## src/verilog/ast_pkg.sv

```systemverilog
// Package: register map, field layout and constants of the serial transmitter
package ast_pkg;
	// Register byte offsets
	localparam logic [7:0] OFF_CTRL   = 8'h00;
	localparam logic [7:0] OFF_BAUD   = 8'h04;
	localparam logic [7:0] OFF_DATA   = 8'h08;
	localparam logic [7:0] OFF_STATUS = 8'h0C;
	localparam logic [7:0] OFF_IMASK  = 8'h10;
	localparam logic [7:0] OFF_ISTAT  = 8'h14;
	// Control field positions
	localparam int CTRL_SERIAL_PORT_ENABLE   = 0;
	localparam int CTRL_SYNC   = 1;
	localparam int CTRL_TRANSMIT_ENABLE   = 2;
	localparam int CTRL_NINE   = 3;
	localparam int CTRL_NINTHD = 4;
	localparam int CTRL_HSPD   = 5;
	localparam int CTRL_WIDE   = 6;
	localparam int CTRL_TRANSMIT_INTERRUPT_ENABLE   = 7;
	localparam int CTRL_W      = 8;
	localparam logic [7:0] CTRL_RESET = 8'h00;
	localparam logic [15:0] BAUD_RESET = 16'h0000;
	// Status field positions
	localparam int STAT_TBE  = 0;
	localparam int STAT_SRE  = 1;
	// Interrupt status events
	localparam int EV_TBE  = 0;
	localparam int EV_DONE = 1;
	localparam int EV_W    = 2;
	// Oversampling multiples
	localparam logic [6:0] OVS_16 = 7'h10;
	localparam logic [6:0] OVS_64 = 7'h40;
	// Bus response
	localparam logic [31:0] RD_ZERO = 32'h00000000;

	// Frame settings record; the shifter reads ctrl_reg fields directly
	typedef struct packed {
		logic       nine;
		logic       ninth_bit;
		logic [7:0] data;
	} ast_frame_t;

	typedef struct packed {
		logic        high_speed;
		logic        wide;
		logic [15:0] divisor;
	} ast_baud_t;
endpackage

```

## src/verilog/ast_baud_gen.sv

```systemverilog
// Baud tick generator: one tick per bit time, derived from the divisor
`timescale 1ns/1ps
module ast_baud_gen (
	input  wire logic          sys_clk_in,
	input  wire logic          srst_in,
	input  wire logic          run_in,
	input  ast_pkg::ast_baud_t baud_in,
	output logic               bit_tick_out
);
	import ast_pkg::*;

	logic [15:0] div_cnt_reg;
	logic [6:0]  ovs_cnt_reg;
	logic [15:0] div_lim;
	logic [6:0]  ovs_lim;
	logic        ovs_tick;

	// Multiple of 64 only for narrow low-speed, else 16
	assign ovs_lim = (!baud_in.high_speed && !baud_in.wide) ?
		OVS_64 : OVS_16;
	// Narrow divisor uses only the low byte
	assign div_lim = baud_in.wide ? baud_in.divisor :
		{8'h00, baud_in.divisor[7:0]};
	assign ovs_tick = (div_cnt_reg == div_lim);

	// Divisor counter: period of divisor+1 system clocks
	always_ff @(posedge sys_clk_in) begin
		if (srst_in || !run_in || ovs_tick)
			div_cnt_reg <= 16'h0000;
		else
			div_cnt_reg <= div_cnt_reg + 16'h0001;
	end

	// Oversample counter: one bit tick per multiple of ticks
	always_ff @(posedge sys_clk_in) begin
		if (srst_in || !run_in) begin
			ovs_cnt_reg  <= 7'h00;
			bit_tick_out <= 1'b0;
		end else begin
			bit_tick_out <= 1'b0;
			if (ovs_tick) begin
				if (ovs_cnt_reg == ovs_lim - 7'h01) begin
					ovs_cnt_reg  <= 7'h00;
					bit_tick_out <= 1'b1;
				end else begin
					ovs_cnt_reg <= ovs_cnt_reg + 7'h01;
				end
			end
		end
	end
endmodule

```

## src/verilog/ast_tx.sv

```systemverilog
// Asynchronous serial transmitter with APB registers and interrupt
`timescale 1ns/1ps

// Operation
// - Asynchronous NRZ only when clocked mode clear
// - Start, eight or nine data, one stop
// - Data bits leave least significant first
// - One shared format and baud rate
// - Divisor makes 16x or 64x clock
// - No hardware parity; ninth bit from software
// - Available in all low-power modes
// - Shifter loads only after stop bit sent
// - Empty flag ignores enable; software cannot clear
// - Flag clears two cycles after buffer write
// - Shift-empty bit readable, polled, no interrupt
// - Transmit enable sets empty flag at once
// - Ninth bit from dedicated register bit
module ast_tx (
	input  wire logic        sys_clk_in,
	input  wire logic        srst_in,
	input  wire logic        psel_in,
	input  wire logic        penable_in,
	input  wire logic        pwrite_in,
	input  wire logic [7:0]  paddr_in,
	input  wire logic [31:0] pwdata_in,
	output logic [31:0]      prdata_out,
	output logic             pready_out,
	output logic             pslverr_out,
	output logic             tx_line_out,
	output logic             irq_out
);
	import ast_pkg::*;

	typedef enum logic [1:0] {
		ST_IDLE  = 2'b00,
		ST_START = 2'b01,
		ST_DATA  = 2'b10,
		ST_STOP  = 2'b11
	} ast_state_t;

	// ****************************************************************
	// Register state
	// ****************************************************************
	logic [CTRL_W-1:0] ctrl_reg;
	logic [15:0]       baud_reg;
	logic [7:0]        hold_data_reg;
	logic              hold_full_reg;
	logic              flag_reg;
	logic              flag_delay_reg;
	logic [EV_W-1:0]   imask_reg;
	logic [EV_W-1:0]   istat_reg;
	logic              transmit_enable_q_reg;
	ast_state_t        state_reg;
	logic [8:0]        shift_reg;
	logic [3:0]        bit_cnt_reg;
	logic              nine_reg;
	logic              bit_tick;
	logic              run;
	logic              wr_en;
	logic              rd_en;
	logic              load;
	logic              frame_done;
	logic              shift_empty;
	logic              baud_run;
	ast_baud_t         baud;
	logic [EV_W-1:0]   ev;

	// Address decode shared by reads and writes
	function automatic logic hit(input logic [7:0] a, input logic [7:0] o);
		return a == o;
	endfunction

	// Offsets that answer without a bus error
	function automatic logic mapped(input logic [7:0] a);
		return hit(a, OFF_CTRL) || hit(a, OFF_BAUD)
			|| hit(a, OFF_DATA) || hit(a, OFF_STATUS)
			|| hit(a, OFF_IMASK) || hit(a, OFF_ISTAT);
	endfunction

	assign wr_en = psel_in && penable_in && pwrite_in && pready_out;
	assign rd_en = psel_in && !penable_in && !pwrite_in;

	// Port enabled, async mode, transmitter on; no power mode gating here
	assign run = ctrl_reg[CTRL_SERIAL_PORT_ENABLE] && !ctrl_reg[CTRL_SYNC]
		&& ctrl_reg[CTRL_TRANSMIT_ENABLE];

	assign baud.high_speed = ctrl_reg[CTRL_HSPD];
	assign baud.wide       = ctrl_reg[CTRL_WIDE];
	assign baud.divisor    = baud_reg;

	// Generator restarts at each load so the start bit is a full bit
	// time; a free-running phase could cut it short
	assign baud_run = run && state_reg != ST_IDLE;

	// One divisor and one frame format for the whole port
	ast_baud_gen u_baud (
		.sys_clk_in   (sys_clk_in),
		.srst_in      (srst_in),
		.run_in       (baud_run),
		.baud_in      (baud),
		.bit_tick_out (bit_tick)
	);

	// ****************************************************************
	// APB slave
	// ****************************************************************

	// Ready with no wait state: setup, then a single access cycle
	always_ff @(posedge sys_clk_in) begin
		if (srst_in)
			pready_out <= 1'b0;
		else
			pready_out <= psel_in && !penable_in;
	end

	// Read data captured in setup; unmapped offsets read zero
	always_ff @(posedge sys_clk_in) begin
		if (srst_in) begin
			prdata_out <= RD_ZERO;
		end else if (rd_en) begin
			prdata_out <= RD_ZERO;
			if (hit(paddr_in, OFF_CTRL))
				prdata_out <= {24'h000000, ctrl_reg};
			else if (hit(paddr_in, OFF_BAUD))
				prdata_out <= {16'h0000, baud_reg};
			else if (hit(paddr_in, OFF_DATA))
				prdata_out <= {24'h000000, hold_data_reg};
			else if (hit(paddr_in, OFF_STATUS))
				prdata_out <= {30'h00000000, shift_empty,
					flag_reg};
			else if (hit(paddr_in, OFF_IMASK))
				prdata_out <= {30'h00000000, imask_reg};
			else if (hit(paddr_in, OFF_ISTAT))
				prdata_out <= {30'h00000000, istat_reg};
		end
	end

	// Error rises with pready for unmapped offsets, drops when idle
	always_ff @(posedge sys_clk_in) begin
		if (srst_in)
			pslverr_out <= 1'b0;
		else if (psel_in && !penable_in)
			pslverr_out <= !mapped(paddr_in);
		else if (!psel_in)
			pslverr_out <= 1'b0;
	end

	// Control, divisor and mask registers
	always_ff @(posedge sys_clk_in) begin
		if (srst_in) begin
			ctrl_reg  <= CTRL_RESET;
			baud_reg  <= BAUD_RESET;
			imask_reg <= '0;
		end else if (wr_en) begin
			if (hit(paddr_in, OFF_CTRL))
				ctrl_reg <= pwdata_in[CTRL_W-1:0];
			else if (hit(paddr_in, OFF_BAUD))
				baud_reg <= pwdata_in[15:0];
			else if (hit(paddr_in, OFF_IMASK))
				imask_reg <= pwdata_in[EV_W-1:0];
		end
	end

	// ****************************************************************
	// Holding buffer and empty flag
	// ****************************************************************

	assign load = run && hold_full_reg && state_reg == ST_IDLE;

	// Shifter idle with nothing about to load; polled, no event
	assign shift_empty = state_reg == ST_IDLE && !load;

	// Buffer write fills; transfer to shifter empties in one cycle
	always_ff @(posedge sys_clk_in) begin
		if (srst_in) begin
			hold_data_reg <= 8'h00;
			hold_full_reg <= 1'b0;
		end else if (wr_en && hit(paddr_in, OFF_DATA)) begin
			hold_data_reg <= pwdata_in[7:0];
			hold_full_reg <= 1'b1;
		end else if (load || !ctrl_reg[CTRL_TRANSMIT_ENABLE]) begin
			hold_full_reg <= 1'b0;
		end
	end

	// Flag follows buffer with one extra cycle; no software clear path
	always_ff @(posedge sys_clk_in) begin
		if (srst_in) begin
			flag_delay_reg <= 1'b0;
			flag_reg       <= 1'b0;
			transmit_enable_q_reg     <= 1'b0;
		end else begin
			transmit_enable_q_reg     <= ctrl_reg[CTRL_TRANSMIT_ENABLE];
			flag_delay_reg <= wr_en && hit(paddr_in, OFF_DATA);
			if (ctrl_reg[CTRL_TRANSMIT_ENABLE] && !transmit_enable_q_reg)
				flag_reg <= 1'b1;
			else if (!ctrl_reg[CTRL_TRANSMIT_ENABLE])
				flag_reg <= 1'b0;
			else if (flag_delay_reg)
				flag_reg <= 1'b0;
			else if (!hold_full_reg)
				flag_reg <= 1'b1;
		end
	end

	// ****************************************************************
	// Frame shifter
	// ****************************************************************

	assign frame_done = bit_tick && state_reg == ST_STOP;

	// Start, data, stop sequence; parity never generated here
	always_ff @(posedge sys_clk_in) begin
		if (srst_in || !run) begin
			state_reg   <= ST_IDLE;
			shift_reg   <= 9'h000;
			bit_cnt_reg <= 4'h0;
			nine_reg    <= 1'b0;
			tx_line_out <= 1'b1;
		end else begin
			case (state_reg)
				ST_IDLE: begin
					tx_line_out <= 1'b1;
					if (load) begin
						shift_reg <= {ctrl_reg[CTRL_NINTHD],
							hold_data_reg};
						nine_reg    <= ctrl_reg[CTRL_NINE];
						bit_cnt_reg <= 4'h0;
						state_reg   <= ST_START;
						tx_line_out <= 1'b0;
					end
				end
				ST_START: begin
					if (bit_tick) begin
						tx_line_out <= shift_reg[0];
						shift_reg   <= {1'b0, shift_reg[8:1]};
						state_reg   <= ST_DATA;
					end
				end
				ST_DATA: begin
					if (bit_tick) begin
						if (bit_cnt_reg == (nine_reg ? 4'h8 : 4'h7)) begin
							tx_line_out <= 1'b1;
							state_reg   <= ST_STOP;
						end else begin
							tx_line_out <= shift_reg[0];
							shift_reg   <= {1'b0, shift_reg[8:1]};
							bit_cnt_reg <= bit_cnt_reg + 4'h1;
						end
					end
				end
				ST_STOP: begin
					if (bit_tick)
						state_reg <= ST_IDLE;
				end
				default: state_reg <= ST_IDLE;
			endcase
		end
	end

	// ****************************************************************
	// Interrupts
	// ****************************************************************

	assign ev[EV_TBE]  = flag_reg && ctrl_reg[CTRL_TRANSMIT_INTERRUPT_ENABLE];
	assign ev[EV_DONE] = frame_done;

	// Sticky status: set wins over a write-one clear in the same cycle
	always_ff @(posedge sys_clk_in) begin
		if (srst_in)
			istat_reg <= '0;
		else if (wr_en && hit(paddr_in, OFF_ISTAT))
			istat_reg <= (istat_reg & ~pwdata_in[EV_W-1:0]) | ev;
		else
			istat_reg <= istat_reg | ev;
	end

	// Registered level interrupt from status or live events, and mask
	always_ff @(posedge sys_clk_in) begin
		if (srst_in)
			irq_out <= 1'b0;
		else
			irq_out <= |((istat_reg | ev) & imask_reg);
	end
endmodule
```

## config.mk

```make
export PLATFORM = sky130hd
export DESIGN_NAME = ast_tx
export DESIGN_NICKNAME = d
export VERILOG_FILES = /design/src/verilog/ast_pkg.sv /design/src/verilog/ast_baud_gen.sv /design/src/verilog/ast_tx.sv
export SDC_FILE = /design/constraint.sdc
export NUM_CORES = 1
export LEC_CHECK = 0
export BUFFER_PORTS_ARGS = -buffer_cell sky130_fd_sc_hd__clkbuf_2
export CORE_ASPECT_RATIO = 0.5
export CORE_MARGIN = 3
export CORE_UTILIZATION = 50
export CTS_CLUSTER_DIAMETER = 150
export CTS_CLUSTER_SIZE = 10
export DETAILED_ROUTE_END_ITERATION = 8
export PLACE_DENSITY = 0.72
export SETUP_SLACK_MARGIN = 0.5
export SKIP_CTS_REPAIR_TIMING = 1
export SLEW_MARGIN = 40
export SYNTH_ARGS = -nofsm -noshare
export SYNTH_HDL_FRONTEND = slang
export SYNTH_SLANG_ARGS = --single-unit
```

## constraint.sdc

```tcl
create_clock -name sys_clk_in -period 2 [get_ports sys_clk_in]
set_input_delay 0.4 -clock sys_clk_in [delete_from_list [all_inputs] [get_ports sys_clk_in]]
set_output_delay 0.4 -clock sys_clk_in [all_outputs]
set_load 0.02 [all_outputs]
```

==> reports/metrics.yaml <==
clock_network:
  clock_tree.buffer_depth: 2
  insertion_delay_ns: 0.34
  numClockSinks: 100
  tritoncts: "built"
  num_cts_buffers: 9
  htree_levels: 3
  cts.reportedPaths.clkPinSlew_ns: 0.07
  root_buffer: "sky130_fd_sc_hd__clkbuf_16"
sta:
  finalSetupViolations: 0
  timing_worst_slew_pin_value_ns: 0.618
  final_period_minus_worst_setup_slack_ns: 1.72
  clock-skew-final_ns: 0.00640
  final.hold.worst_slack_ns: 0.287
  final_max_slew_viol_count: 0
  tns_ns: 0
  highest_clock_rate_mhz: 581
  hold_violation_count_in_the_final_report: 0
  max-slew-margin-rel: 0.588
  grt_setup_unrepaired: "yes"
  final_min_period_over_clock_period: 0.860
global_route:
  grt_start_max_net_pins: 58
  grt.total_usage: 0.195
  grt_first_pass_wirelength_um: 18100
  grt-ovfl-total: 0
  number_of_global_route_vias_before_repair: 3689
  number_of_antenna_violations_at_the_first_check_in_global_routing: 0
floorplan:
  placement_rows: 24
  die_x_extent_um: 147
  floorplan.die_area_um2: 11200
  fp.coreArea_um2: 9160
  y_dimension_of_the_die_um: 76.3
  initial_core_util: 0.540
  num_io_pins: 81
critical_path:
  cp.required_ns: 2.26
  worst-endpoint-arrival_ns: 1.98
  timing.critical_path.from_type: "flip-flop"
  type_of_destination_of_the_critical_path: "flip-flop"
  critPathMaxFanout: 7
  critical_path_class: "reg -> reg"
yosys:
  synth.yosys.seq_area_share: 0.405
  synth_enable_flop_cells: 0
  mappedNetlistArea_um2: 4950
  yosysWarnings: 0
  synth_seq_cells: 100
  postSynthCellCount: 542
  yosys_most_used_dff: "sky130_fd_sc_hd__dfxtp_1"
  netlist-cell-type-count: 62
  asyncSetResetFlopFracSynth: 0
  syn_avg_cell_area_um2: 9.13
pwr:
  power_leakage_uw: 0.00272
  power.density_cell_area_nw_per_um2: 570
  vdd.ir_drop.worst_mv: 0.444
route:
  post_detailed_routing_wire_length_um: 13100
  route.antenna.remaining_nets: 0
  route.detailed.wl_per_inst_um: 17.2
  num_vias: 4305
  detailedRoute.firstIterationViolations: 257
  drt_pass1_iterations: 5
  avgViaCountPerCell: 5.63
  remaining_drc_errors: 0
placement:
  detailedPlacementHpwl_um: 7880
  globalplace.congestion: 0.785
  place.port_buffers: 48
run_status:
  status: "complete, no violations"
final_layout:
  layout.filler_cells: 635
  drive_above_1_share: 0.374
  syn2layout_area_growth_pct: 32.1
  antenna_cells_inserted: 0
  layout.nets: 682
hold_path:
  worst_hold_check_path_type: "in -> reg"
flow_run:
  timing.max_cap.violations: 0
[cell usage after synthesis (3+ instances only)]
cell type,instances,area (um2)
sky130_fd_sc_hd__xnor2_1,11,96.3
sky130_fd_sc_hd__or2_2,3,18.8
sky130_fd_sc_hd__nor2_1,78,293
sky130_fd_sc_hd__a221oi_1,3,26.3
sky130_fd_sc_hd__buf_2,7,35.0
sky130_fd_sc_hd__nand2_1,29,109
sky130_fd_sc_hd__mux2i_1,54,541
sky130_fd_sc_hd__clkbuf_1,16,60.1
sky130_fd_sc_hd__xor2_1,17,149
sky130_fd_sc_hd__nand4_1,13,81.3
sky130_fd_sc_hd__a21oi_1,19,95.1
sky130_fd_sc_hd__ha_1,8,100
sky130_fd_sc_hd__nor4_1,3,18.8
sky130_fd_sc_hd__nor3_1,19,95.1
sky130_fd_sc_hd__o21ai_0,18,90.1
sky130_fd_sc_hd__a211oi_1,9,67.6
sky130_fd_sc_hd__or3_1,4,25.0
sky130_fd_sc_hd__a22o_1,5,43.8
sky130_fd_sc_hd__nand3_1,16,80.1
sky130_fd_sc_hd__and3_1,3,18.8
sky130_fd_sc_hd__nor4bb_1,3,30.0
sky130_fd_sc_hd__and2_1,4,25.0
sky130_fd_sc_hd__inv_1,9,33.8
sky130_fd_sc_hd__buf_4,17,128
sky130_fd_sc_hd__a22oi_1,12,90.1
sky130_fd_sc_hd__nand3b_1,5,37.5
sky130_fd_sc_hd__nand2b_1,6,37.5
sky130_fd_sc_hd__nor2b_1,7,43.8
sky130_fd_sc_hd__buf_6,4,45.0
sky130_fd_sc_hd__dfxtp_1,100,2000
sky130_fd_sc_hd__and4_1,3,26.3
[through the flow]
stage                     total power [uW]  cells   util  cell area (um2)  setup WS, ns
after floorplan                       2150    557      -             5190         0.160
after global placement                2190    710  0.599             5480        0.0264
after detailed placement              2190    710  0.599             5480       0.00127
after CTS                             3750    726  0.627             5740         0.117
after global routing                  3860    764  0.714             6540         0.202
final                                 3720    764  0.714             6540         0.280
[area by class of cell]
cell class,count,area [um2],area share
multi-input combinational,404,3170,0.486
sequential,100,2060,0.315
timing repair buffer,105,838,0.128
clock buffer,12,236,0.0362
tap,130,163,0.0249
inverter,9,42.5,0.00651
clock inverter,4,25.0,0.00383
[where the power goes]
group	total, uW	internal, uW	leakage [uW]	switching [uW]
registers	1990	1980	0.000823	1.81
clock network	1580	844	0.000131	735
logic	158	49.6	0.00176	108
[critical path, stage by stage, from the launching register on]
cell                       delay, ns
sky130_fd_sc_hd__dfxtp_2        0.35
sky130_fd_sc_hd__and4bb_2       0.31
sky130_fd_sc_hd__a22oi_2        0.09
sky130_fd_sc_hd__a22o_4         0.30
sky130_fd_sc_hd__nor3_4         0.22
sky130_fd_sc_hd__buf_12         0.16
sky130_fd_sc_hd__mux2i_2        0.21
[placed cells by master (no fill, tap or decap), types with 16 or more instances in the layout]
master | netlist | final
sky130_fd_sc_hd__a21oi_1 | 19 | 18
sky130_fd_sc_hd__buf_4 | 17 | 35
sky130_fd_sc_hd__clkbuf_2 | 0 | 48
sky130_fd_sc_hd__conb_1 | 1 | 16
sky130_fd_sc_hd__dfxtp_1 | 100 | 70
sky130_fd_sc_hd__dfxtp_2 | 0 | 23
sky130_fd_sc_hd__mux2i_1 | 54 | 53
sky130_fd_sc_hd__nand2_1 | 29 | 29
sky130_fd_sc_hd__nor2_1 | 78 | 64
sky130_fd_sc_hd__xor2_1 | 17 | 17
[routing by layer]
metal  vias to the layer above  global-route usage  routed length [um]  part of all wire
met5                         -                   0                   0                 0
met4                         0              0.0497                 174             0.013
met3                        20              0.0475                 742             0.057
met2                       133               0.307                6280              0.48
met1                      2067               0.268                5930              0.45
li1                       2085                   -                   -                 -
[cells by family after synthesis]
kind of cell               share of synthesized area
adders and majority gates                     0.0202
xor gates and xnor gates                      0.0496
and+or+nand+nor                                0.221
muxes                                          0.116
AOI/OAI and AO/OA                              0.126
buffers and inverters                         0.0609
other                                       0.000758
DFF                                            0.405
[worst paths after layout]
kind | from | to | slack [ns] | cells past startpoint
setup / recovery | u_baud.div_cnt_reg[10] | u_baud.ovs_cnt_reg[1] | 0.28 | 6
hold / removal | penable_in | pready_out | 0.29 | 2
setup reg to reg | u_baud.div_cnt_reg[10] | u_baud.ovs_cnt_reg[1] | 0.28 | 6
hold reg to reg | prdata_out[4] | prdata_out[4] | 0.46 | 2
No activity file was read; power rests on OpenSTA's default activity.
